## src/common/sdpc_consts.svh

```systemverilog
`ifndef SDPC_CONSTS_SVH
`define SDPC_CONSTS_SVH

// ----------------------------------------
// Clock and timing
// ----------------------------------------
`define SDPC_CLK_HZ     100000000
`define SDPC_CLK_NS     10
`define SDPC_BAUD       38400
`define SDPC_TICK_NS    1000000

// ----------------------------------------
// Register byte offsets
// ----------------------------------------
`define SDPC_A_CTRL     8'h00
`define SDPC_A_GEAR     8'h04
`define SDPC_A_LIMIT    8'h08
`define SDPC_A_BAUD     8'h0c
`define SDPC_A_SPEED    8'h10
`define SDPC_A_ACCEL    8'h14
`define SDPC_A_DIST     8'h18
`define SDPC_A_LINES    8'h1c
`define SDPC_A_STAT     8'h20
`define SDPC_A_HIST     8'h24
`define SDPC_A_MASK     8'h28
`define SDPC_A_CMD      8'h2c
`define SDPC_A_MEAS     8'h30
`define SDPC_A_ERR      8'h34

// ----------------------------------------
// Field positions
// ----------------------------------------
`define SDPC_C_EDGE     0
`define SDPC_C_REV      1
`define SDPC_C_CCW      2
`define SDPC_C_START    3
`define SDPC_C_STOP     4
`define SDPC_C_LOAD     5
`define SDPC_C_CLRNOW   6
`define SDPC_C_CLRALL   7
`define SDPC_C_RUN      8
`define SDPC_S_TRACK    0
`define SDPC_S_PHASE    1
`define SDPC_S_SENSOR   2
`define SDPC_G_BOT      8

// ----------------------------------------
// Reset values and answers
// ----------------------------------------
`define SDPC_R_GEAR     8'h01
`define SDPC_R_LIMIT    32'h0000_0fa0
`define SDPC_R_LINES    16'h0fa0
`define SDPC_R_SPEED    16'h0010
`define SDPC_R_ACCEL    16'h0001
`define SDPC_R_DIST     32'h0000_4000
`define SDPC_RESP_OK    2'h0
`define SDPC_RESP_ERR   2'h2

`endif

```

## src/common/sdpc_pkg.sv

```systemverilog
`default_nettype none
package sdpc_pkg;

	typedef enum logic [1:0] {
		ST_IDLE   = 2'b00,
		ST_ACCEL  = 2'b01,
		ST_CRUISE = 2'b10,
		ST_DECEL  = 2'b11
	} sdpc_st_type;

	typedef struct packed {
		logic a;
		logic b;
	} sdpc_enc_type;

	typedef struct packed {
		logic        awvalid;
		logic [7:0]  awaddr;
		logic        wvalid;
		logic [31:0] wdata;
		logic [3:0]  wstrb;
		logic        bready;
		logic        arvalid;
		logic [7:0]  araddr;
		logic        rready;
	} sdpc_axi_req_type;

	typedef struct packed {
		logic        awready;
		logic        wready;
		logic        bvalid;
		logic [1:0]  bresp;
		logic        arready;
		logic        rvalid;
		logic [31:0] rdata;
		logic [1:0]  rresp;
	} sdpc_axi_rsp_type;

	typedef struct packed {
		logic        aw_got;
		logic [7:0]  awaddr;
		logic        w_got;
		logic [31:0] wdata;
		logic [3:0]  wstrb;
		logic        bvalid;
		logic [1:0]  bresp;
		logic        rvalid;
		logic [31:0] rdata;
		logic [1:0]  rresp;
		logic        edge_down;
		logic        reverse;
		logic        ccw_mode;
		logic [7:0]  stage_top;
		logic [7:0]  stage_bot;
		logic [31:0] stage_limit;
		logic [7:0]  top;
		logic [7:0]  bot;
		logic [31:0] limit;
		logic [15:0] baud_div;
		logic [15:0] baud_cnt;
		logic        baud_tick;
		logic [15:0] st_speed;
		logic [15:0] st_accel;
		logic [31:0] st_dist;
		logic [15:0] enc_lines;
		logic [2:0]  status;
		logic [2:0]  history;
		logic [2:0]  mask;
		logic [31:0] cmd_pos;
		logic [7:0]  rem;
		logic [31:0] meas_pos;
		logic [31:0] tick_cnt;
		sdpc_st_type st;
		logic [15:0] st_vel;
		logic [16:0] st_phase;
		logic [31:0] st_done;
		logic [31:0] st_ramp;
	} sdpc_state_type;

endpackage : sdpc_pkg
`default_nettype wire

```

## src/rtl/sdpc_edges.sv

```systemverilog
`timescale 1ns/10ps
`default_nettype none
module sdpc_edges #(
	parameter int unsigned W = 2
) (
	input  wire logic         aclk,
	input  wire logic         aresetn,
	input  wire logic [W-1:0] din,
	output var  logic [W-1:0] level,
	output var  logic [W-1:0] rise,
	output var  logic [W-1:0] fall
);
	import sdpc_pkg::*;

	typedef struct packed {
		logic [W-1:0] prev;
	} sdpc_edge_state_type;

	sdpc_edge_state_type q;
	sdpc_edge_state_type d;

	always_comb begin
		d      = q;
		d.prev = din;
	end

	always_ff @(posedge aclk) begin
		if (!aresetn) begin
			// Follows the pin in reset, so a level held through it is no edge
			q.prev <= din;
		end else begin
			q <= d;
		end
	end

	// Previous level
	assign level = q.prev;
	assign rise  = din & ~q.prev;
	assign fall  = ~din & q.prev;
endmodule : sdpc_edges
`default_nettype wire

```

## src/rtl/sdpc_top.sv

```systemverilog
// Operation
// - Gear numerator is 1..255 and multiplies incoming step counts.
// - Gear denominator is 1..255 and divides the scaled step count.
// - Command minus measured position is checked every cycle; reaching the limit faults.
// - Encoder counts every edge of both channels, four counts per line.
// - Line count feeds only the self-test generator, never feedback decoding.
// - Step is taken on the rising or the falling edge, as the edge bit selects, the same edge for both directions.
// - In CW/CCW mode a static level on either input causes no motion.
// - Reverse swaps the rotation sense for a given direction level.
// - A wiring or sensor fault lights the fault indicator on the next clock and is recorded.
// - A download replaces the active parameter set with the staged one.
// - Self-test makes a trapezoid from speed, acceleration and distance on command.
// - Serial link rate defaults to 38400 baud and software may change it.
// - Present errors and history are kept and cleared by separate commands.
`timescale 1ns/10ps
`default_nettype none
`include "sdpc_consts.svh"
module sdpc_top #(
	parameter int unsigned TICK_CYC = `SDPC_TICK_NS / `SDPC_CLK_NS
) (
	input  wire logic                      aclk,
	input  wire logic                      aresetn,
	input  wire sdpc_pkg::sdpc_axi_req_type axi_req,
	output var  sdpc_pkg::sdpc_axi_rsp_type axi_rsp,
	input  wire logic                      step_pulse_input,
	input  wire logic                      dir_input,
	input  wire sdpc_pkg::sdpc_enc_type     enc,
	input  wire logic                      wiring_phase_fault,
	input  wire logic                      feedback_sensor_fault,
	output var  logic                      fault_led,
	output var  logic                      irq,
	output var  logic                      baud_tick,
	output var  logic                      st_running
);
	import sdpc_pkg::*;

	sdpc_state_type q;
	sdpc_state_type d;
	logic [1:0]     pin_rise;
	logic [1:0]     pin_fall;
	logic [1:0]     enc_lvl;
	logic [1:0]     act_edge;
	logic           raw_up;
	logic           raw_dn;
	logic           pin_up;
	logic           pin_dn;
	logic           st_run;
	logic           st_tick;
	logic           st_step;
	logic [31:0]    remaining;
	logic           ch_a;
	logic           ch_b;
	logic           enc_bad;
	logic           enc_move;
	logic           enc_up;
	logic [31:0]    err;
	logic [31:0]    abs_err;
	logic           track_ev;
	logic [2:0]     events;
	logic           awready;
	logic           wready;
	logic           arready;
	logic           wr_fire;
	logic [32:0]    rd_word;
	logic [32:0]    wr_word;
	logic [31:0]    mw;
	logic [2:0]     w1c;
	logic           go_start;
	logic           go_stop;
	logic           go_load;
	logic           clr_now;
	logic           clr_all;
	logic [8:0]     g_num;
	logic [8:0]     g_q;
	logic [7:0]     g_r;

	// ----------------------------------------
	// Input edge trackers
	// ----------------------------------------
	sdpc_edges #(.W(2)) u_pin_edges (
		.aclk    (aclk),
		.aresetn (aresetn),
		.din     ({dir_input, step_pulse_input}),
		.level   (),
		.rise    (pin_rise),
		.fall    (pin_fall)
	);

	sdpc_edges #(.W(2)) u_enc_edges (
		.aclk    (aclk),
		.aresetn (aresetn),
		.din     ({enc.b, enc.a}),
		.level   (enc_lvl),
		.rise    (),
		.fall    ()
	);

	// ----------------------------------------
	// Step decode
	// ----------------------------------------
	assign act_edge = q.edge_down ? pin_fall : pin_rise;
	// CW/CCW mode reacts to edges only, so a held level is harmless
	assign raw_up = q.ccw_mode ? (act_edge[0] & ~act_edge[1])
		: (act_edge[0] & ~dir_input);
	assign raw_dn = q.ccw_mode ? (act_edge[1] & ~act_edge[0])
		: (act_edge[0] & dir_input);
	assign st_run = (q.st != ST_IDLE);
	// Pins are ignored while self-test owns the command
	assign pin_up = ~st_run & (q.reverse ? raw_dn : raw_up);
	assign pin_dn = ~st_run & (q.reverse ? raw_up : raw_dn);

	// ----------------------------------------
	// Quadrature decode
	// ----------------------------------------
	assign ch_a     = enc.a ^ enc_lvl[0];
	assign ch_b     = enc.b ^ enc_lvl[1];
	assign enc_bad  = ch_a & ch_b;
	assign enc_move = ch_a ^ ch_b;
	assign enc_up   = enc.a ^ enc_lvl[1];

	// ----------------------------------------
	// Tracking supervision
	// ----------------------------------------
	assign err      = q.cmd_pos - q.meas_pos;
	assign abs_err  = err[31] ? (32'h0 - err) : err;
	assign track_ev = (abs_err >= q.limit);

	assign events[`SDPC_S_TRACK]  = track_ev;
	assign events[`SDPC_S_PHASE]  = wiring_phase_fault;
	assign events[`SDPC_S_SENSOR] = feedback_sensor_fault | enc_bad;

	// ----------------------------------------
	// Self-test timing
	// ----------------------------------------
	assign st_tick   = (q.tick_cnt >= 32'(TICK_CYC - 1));
	assign remaining = q.st_dist - q.st_done;
	assign st_step   = st_run && (q.st_phase >= 17'(q.enc_lines))
		&& (q.st_done < q.st_dist);

	// ----------------------------------------
	// Bus handshakes and outputs
	// ----------------------------------------
	assign awready = ~q.aw_got & ~q.bvalid;
	assign wready  = ~q.w_got & ~q.bvalid;
	assign arready = ~q.rvalid;
	assign wr_fire = q.aw_got & q.w_got & ~q.bvalid;

	assign axi_rsp.awready = awready;
	assign axi_rsp.wready  = wready;
	assign axi_rsp.bvalid  = q.bvalid;
	assign axi_rsp.bresp   = q.bresp;
	assign axi_rsp.arready = arready;
	assign axi_rsp.rvalid  = q.rvalid;
	assign axi_rsp.rdata   = q.rdata;
	assign axi_rsp.rresp   = q.rresp;

	assign fault_led  = |q.status;
	assign irq        = |(q.status & q.mask);
	assign baud_tick  = q.baud_tick;
	assign st_running = st_run;

	function automatic logic [31:0] merge(
		input logic [31:0] old,
		input logic [31:0] nw,
		input logic [3:0]  strb
	);
		logic [31:0] r;
		r = old;
		for (int i = 0; i < 4; i++) begin
			if (strb[i]) begin
				r[i*8 +: 8] = nw[i*8 +: 8];
			end
		end
		return r;
	endfunction : merge

	// Top bit flags a mapped address
	function automatic logic [32:0] reg_word(input logic [7:0] a);
		logic [32:0] r;
		r = {1'b1, 32'h0};
		case (a)
			`SDPC_A_CTRL: begin
				r[`SDPC_C_EDGE] = q.edge_down;
				r[`SDPC_C_REV]  = q.reverse;
				r[`SDPC_C_CCW]  = q.ccw_mode;
				r[`SDPC_C_RUN]  = st_run;
			end
			`SDPC_A_GEAR:  r[15:0] = {q.stage_bot, q.stage_top};
			`SDPC_A_LIMIT: r[31:0] = q.stage_limit;
			`SDPC_A_BAUD:  r[15:0] = q.baud_div;
			`SDPC_A_SPEED: r[15:0] = q.st_speed;
			`SDPC_A_ACCEL: r[15:0] = q.st_accel;
			`SDPC_A_DIST:  r[31:0] = q.st_dist;
			`SDPC_A_LINES: r[15:0] = q.enc_lines;
			`SDPC_A_STAT:  r[2:0]  = q.status;
			`SDPC_A_HIST:  r[2:0]  = q.history;
			`SDPC_A_MASK:  r[2:0]  = q.mask;
			`SDPC_A_CMD:   r[31:0] = q.cmd_pos;
			`SDPC_A_MEAS:  r[31:0] = q.meas_pos;
			`SDPC_A_ERR:   r[31:0] = err;
			default:       r       = '0;
		endcase
		return r;
	endfunction : reg_word

	// ----------------------------------------
	// Next state
	// ----------------------------------------
	always_comb begin
		d        = q;
		rd_word  = reg_word(axi_req.araddr);
		wr_word  = reg_word(q.awaddr);
		mw       = merge(wr_word[31:0], q.wdata, q.wstrb);
		w1c      = '0;
		go_start = 1'b0;
		go_stop  = 1'b0;
		go_load  = 1'b0;
		clr_now  = 1'b0;
		clr_all  = 1'b0;
		// Gear step with carried remainder
		g_num = pin_up ? (9'(q.rem) + 9'(q.top))
			: (9'(q.bot) - 9'h1 - 9'(q.rem) + 9'(q.top));
		g_q   = g_num / 9'(q.bot);
		g_r   = 8'(g_num % 9'(q.bot));

		if (axi_req.awvalid && awready) begin
			d.aw_got = 1'b1;
			d.awaddr = axi_req.awaddr;
		end
		if (axi_req.wvalid && wready) begin
			d.w_got = 1'b1;
			d.wdata = axi_req.wdata;
			d.wstrb = axi_req.wstrb;
		end
		if (q.bvalid && axi_req.bready) begin
			d.bvalid = 1'b0;
		end
		if (wr_fire) begin
			d.aw_got = 1'b0;
			d.w_got  = 1'b0;
			d.bvalid = 1'b1;
			d.bresp  = wr_word[32] ? `SDPC_RESP_OK : `SDPC_RESP_ERR;
			case (q.awaddr)
				`SDPC_A_CTRL: begin
					if (q.wstrb[0]) begin
						d.edge_down = q.wdata[`SDPC_C_EDGE];
						d.reverse   = q.wdata[`SDPC_C_REV];
						d.ccw_mode  = q.wdata[`SDPC_C_CCW];
						go_start    = q.wdata[`SDPC_C_START];
						go_stop     = q.wdata[`SDPC_C_STOP];
						go_load     = q.wdata[`SDPC_C_LOAD];
						clr_now     = q.wdata[`SDPC_C_CLRNOW];
						clr_all     = q.wdata[`SDPC_C_CLRALL];
					end
				end
				`SDPC_A_GEAR: begin
					d.stage_top = mw[7:0];
					d.stage_bot = mw[`SDPC_G_BOT +: 8];
				end
				`SDPC_A_LIMIT: d.stage_limit = mw;
				`SDPC_A_BAUD:  d.baud_div    = mw[15:0];
				`SDPC_A_SPEED: d.st_speed    = mw[15:0];
				`SDPC_A_ACCEL: d.st_accel    = mw[15:0];
				`SDPC_A_DIST:  d.st_dist     = mw;
				`SDPC_A_LINES: d.enc_lines   = mw[15:0];
				`SDPC_A_STAT: begin
					if (q.wstrb[0]) begin
						w1c = q.wdata[2:0];
					end
				end
				`SDPC_A_MASK:  d.mask = mw[2:0];
				default: begin
				end
			endcase
		end

		if (axi_req.arvalid && arready) begin
			d.rvalid = 1'b1;
			d.rdata  = rd_word[31:0];
			d.rresp  = rd_word[32] ? `SDPC_RESP_OK : `SDPC_RESP_ERR;
		end else if (q.rvalid && axi_req.rready) begin
			d.rvalid = 1'b0;
		end

		// Commanded position
		if (st_step) begin
			d.cmd_pos = q.cmd_pos + 32'h1;
		end else if (pin_up ^ pin_dn) begin
			d.cmd_pos = pin_up ? (q.cmd_pos + 32'(g_q))
				: (q.cmd_pos - 32'(g_q));
			d.rem     = pin_up ? g_r : (q.bot - 8'h1 - g_r);
		end

		// Staged set becomes active; a zero gear term is loaded as one
		if (go_load) begin
			d.top   = (q.stage_top == 8'h0) ? `SDPC_R_GEAR : q.stage_top;
			d.bot   = (q.stage_bot == 8'h0) ? `SDPC_R_GEAR : q.stage_bot;
			d.limit = q.stage_limit;
			d.rem   = 8'h0;
		end

		// Measured position
		if (enc_move) begin
			d.meas_pos = enc_up ? (q.meas_pos + 32'h1) : (q.meas_pos - 32'h1);
		end

		// Present errors and history; a new event beats any clear
		if (clr_now || clr_all) begin
			d.status = events;
		end else begin
			d.status = (q.status & ~w1c) | events;
		end
		d.history = clr_all ? events : (q.history | events);

		// Serial bit-rate enable
		if (q.baud_cnt >= q.baud_div - 16'h1) begin
			d.baud_cnt  = '0;
			d.baud_tick = 1'b1;
		end else begin
			d.baud_cnt  = q.baud_cnt + 16'h1;
			d.baud_tick = 1'b0;
		end

		// Self-test generator
		d.tick_cnt = st_tick ? '0 : (q.tick_cnt + 32'h1);
		if (st_step) begin
			d.st_done  = q.st_done + 32'h1;
			d.st_phase = q.st_phase - 17'(q.enc_lines);
		end else if (st_tick && st_run && (q.st_phase < 17'(q.enc_lines))) begin
			// Adds only below one line so the phase cannot overflow
			d.st_phase = q.st_phase + 17'(q.st_vel);
		end
		case (q.st)
			ST_IDLE: begin
				if (go_start) begin
					d.st       = ST_ACCEL;
					d.st_vel   = '0;
					d.st_phase = '0;
					d.st_done  = '0;
					d.st_ramp  = '0;
				end
			end
			ST_ACCEL: begin
				d.st_ramp = q.st_done;
				if (st_tick) begin
					if (17'(q.st_vel) + 17'(q.st_accel) >= 17'(q.st_speed)) begin
						d.st_vel = q.st_speed;
						d.st     = ST_CRUISE;
					end else begin
						d.st_vel = q.st_vel + q.st_accel;
					end
				end
				// Short moves turn round at the midpoint
				if (remaining <= q.st_done) begin
					d.st = ST_DECEL;
				end
			end
			ST_CRUISE: begin
				if (remaining <= q.st_ramp) begin
					d.st = ST_DECEL;
				end
			end
			ST_DECEL: begin
				// Speed never drops to zero so the move ends
				if (st_tick && (q.st_vel > q.st_accel)) begin
					d.st_vel = q.st_vel - q.st_accel;
				end
			end
			default: begin
				d.st = ST_IDLE;
			end
		endcase
		if (st_run && ((remaining == 32'h0) || go_stop)) begin
			d.st = ST_IDLE;
		end
	end

	always_ff @(posedge aclk) begin
		if (!aresetn) begin
			q             <= '0;
			q.stage_top   <= `SDPC_R_GEAR;
			q.stage_bot   <= `SDPC_R_GEAR;
			q.top         <= `SDPC_R_GEAR;
			q.bot         <= `SDPC_R_GEAR;
			q.stage_limit <= `SDPC_R_LIMIT;
			q.limit       <= `SDPC_R_LIMIT;
			q.baud_div    <= 16'(`SDPC_CLK_HZ / `SDPC_BAUD);
			q.st_speed    <= `SDPC_R_SPEED;
			q.st_accel    <= `SDPC_R_ACCEL;
			q.st_dist     <= `SDPC_R_DIST;
			q.enc_lines   <= `SDPC_R_LINES;
			q.st          <= ST_IDLE;
		end else begin
			q <= d;
		end
	end
endmodule : sdpc_top
`default_nettype wire

```

## config.mk

```make
export PLATFORM = sky130hd
export DESIGN_NAME = sdpc_top
export DESIGN_NICKNAME = d
export VERILOG_FILES = /design/src/common/sdpc_pkg.sv /design/src/rtl/sdpc_edges.sv /design/src/rtl/sdpc_top.sv
export VERILOG_INCLUDE_DIRS = /design/src /design/src/common
export SDC_FILE = /design/constraint.sdc
export NUM_CORES = 2
export LEC_CHECK = 0
export ABC_AREA = 1
export BUFFER_PORTS_ARGS = -buffer_cell sky130_fd_sc_hd__buf_2
export CORE_ASPECT_RATIO = 1.4
export CORE_MARGIN = 3
export CORE_UTILIZATION = 65
export CTS_BUF_LIST = sky130_fd_sc_hd__clkbuf_4
export CTS_CLUSTER_SIZE = 10
export DETAILED_ROUTE_END_ITERATION = 6
export GPL_TIMING_DRIVEN = 0
export PLACE_DENSITY = 0.81
export REMOVE_ABC_BUFFERS = 1
export SYNTH_ARGS = -nofsm -noshare
export SYNTH_HDL_FRONTEND = slang
export SYNTH_HIERARCHICAL = 1
export SYNTH_SLANG_ARGS = --single-unit
```

## constraint.sdc

```tcl
create_clock -name aclk -period 30 [get_ports aclk]
set_input_delay 4.5 -clock aclk [delete_from_list [all_inputs] [get_ports aclk]]
set_output_delay 4.5 -clock aclk [all_outputs]
set_load 0.02 [all_outputs]
```

==> flow_metrics.py <==
metrics = {
    "run_status": {
        "outcome": "finished with violations",
        "violations": "design-rule violations, max-capacitance violations",
    },
    "grt": {
        "antenna_found_initial": 8,
        "grt_pass1_vias": 39409,
        "grtUsageTotal": 0.398,
        "grt_max_degree": 144,
        "grt_pass1_wl_um": 205000,
        "grt_overflow_total": 0,
    },
    "route": {
        "dr.first_iter.drc_count": 4239,
        "routed_wirelength_um": 133000,
        "via_per_inst": 6.10,
        "drc": 13,
        "vias": 41982,
        "drtPass1Iterations": 7,
        "wl_per_cell_um": 19.3,
        "final_antenna_net_count": 0,
    },
    "clocking": {
        "h-tree-depth": 4,
        "cts_sinks": 510,
        "cts-buffers-inserted": 134,
        "clk-insertion-delay-late_ns": 1.05,
        "post_cts_buffers": 0,
        "path_clk_slew_ns": 0.07,
        "clockBufferDepth": 3,
        "tritoncts": "built",
        "hold_buffers": 0,
        "cts-root-buf": "clkbuf_4",
        "cts_resized": 0,
    },
    "finish": {
        "syn2layout_area_growth_pct": 6.33,
        "fin_nets": 6450,
        "drive_above_1_share": 0.0690,
    },
    "synthesis": {
        "avgSynthCellArea_um2": 6.73,
        "yosysWarnings": 6,
        "synth_area_mm2": 0.0399,
        "synth_cells": 5926,
    },
    "critical_path": {
        "start_kind": "input port",
        "crit_fanout": 34,
        "arrival_ns": 24.46,
        "cpMaxStageDelayCell": "o21ai_0",
        "required_ns": 30.87,
        "cp_common_cell": "nand2_1",
        "critPathMaxStageDelay_ns": 0.88,
        "worstSetupPathType": "in -> reg",
        "end_kind": "flop",
    },
    "placement": {
        "hpwl_um": 101000,
        "port_buffers": 107,
        "place_congestion": 1.00,
    },
    "timing": {
        "worst_pin_slew_ns": 1.49,
        "timing.setup.tns_ns": 0,
        "fin_crit_ns": 23.59,
        "drv_slew": 0,
        "hold_viol_final": 0,
        "skew_ns": 0.0869,
        "fin_crit_sh": 0.786,
        "slew_headroom": 0.00187,
        "timing.fmax_mhz": 42.4,
        "setup_violations": 0,
        "rsz0062_at_grt": "false",
    },
    "die": {
        "die_area_mm2": 0.0644,
        "rows": 106,
        "fp.coreArea_mm2": 0.0602,
        "die_h_um": 299,
        "start_util": 0.662,
        "die_w_um": 215,
        "io_pins": 110,
    },
    "flow_run": {
        "drv_cap": 1,
    },
    "hold_path": {
        "holdCritPathClass": "reg -> reg",
    },
}
[critical path: cells and delay by family]
| family | cells | cell delay (ns) |
|---|---|---|
| AOI/OAI and AO/OA | 35 | 7.71 |
| adders and majority gates | 12 | 3.23 |
| buffers and inverters | 22 | 2.72 |
| and+or+nand+nor | 52 | 6.24 |
[layout by cell type, fill, tap and decap left out, types with 60 or more instances in the layout]
cell type / n
nand4_1: 60
o22ai_1: 159
nor2_1: 484
buf_2: 107
dfxtp_1: 510
nand3_1: 169
nand2_1: 871
o21ai_0: 515
clkbuf_4: 188
nor3_1: 95
a21oi_1: 705
xor2_1: 178
inv_1: 984
ha_1: 399
[stage by stage]
step	worst slack (ns)	cell area, um2	instances	hold WS [ns]	utilization
finish	6.41	42400	6882	0.450	0.704
detailed placement	5.77	40700	6640	0.439	0.676
floorplan	9.36	38900	5712	0.418	-
CTS	6.75	42400	6872	0.452	0.703
global route	4.12	42400	6879	0.469	0.704
global placement	5.78	40400	6629	0.428	0.671
[sequential cells by signal, indices dropped and copies added (netlist names)]
signal             count
u_enc_edges/level      2
q                    469
axi_rsp               36
baud_tick              1
u_pin_edges/level      2
[path summary, 6_finish.rpt]
path | start | endpoint | slack [ns] | cells after the start
max | dir_input | q[193] | 6.41 | 121
min | q[99] | q[99] | 0.45 | 1
max reg2reg | q[360] | q[193] | 8.90 | 121
min reg2reg | q[99] | q[99] | 0.45 | 1
[routing by layer]
metal | wire length, um | track usage
met5 | 45 | 0
met4 | 10900 | 0.289
met3 | 12700 | 0.0921
met2 | 60600 | 0.664
met1 | 48800 | 0.446
[final cells by class]
type / instances / area [um2]
diodes: 10 / 25.0
clock buffers: 188 / 1410
clock inverters: 44 / 270
fillers: 5443 / 17800
inverters: 1005 / 3780
multi-input cells: 4197 / 25000
flip-flops and latches: 510 / 10200
well taps: 810 / 1010
repair buffers: 118 / 726
Power is left out: the tool's default activity adds up to more than one toggle a clock period on the data nets, which glitch-free logic cannot reach.
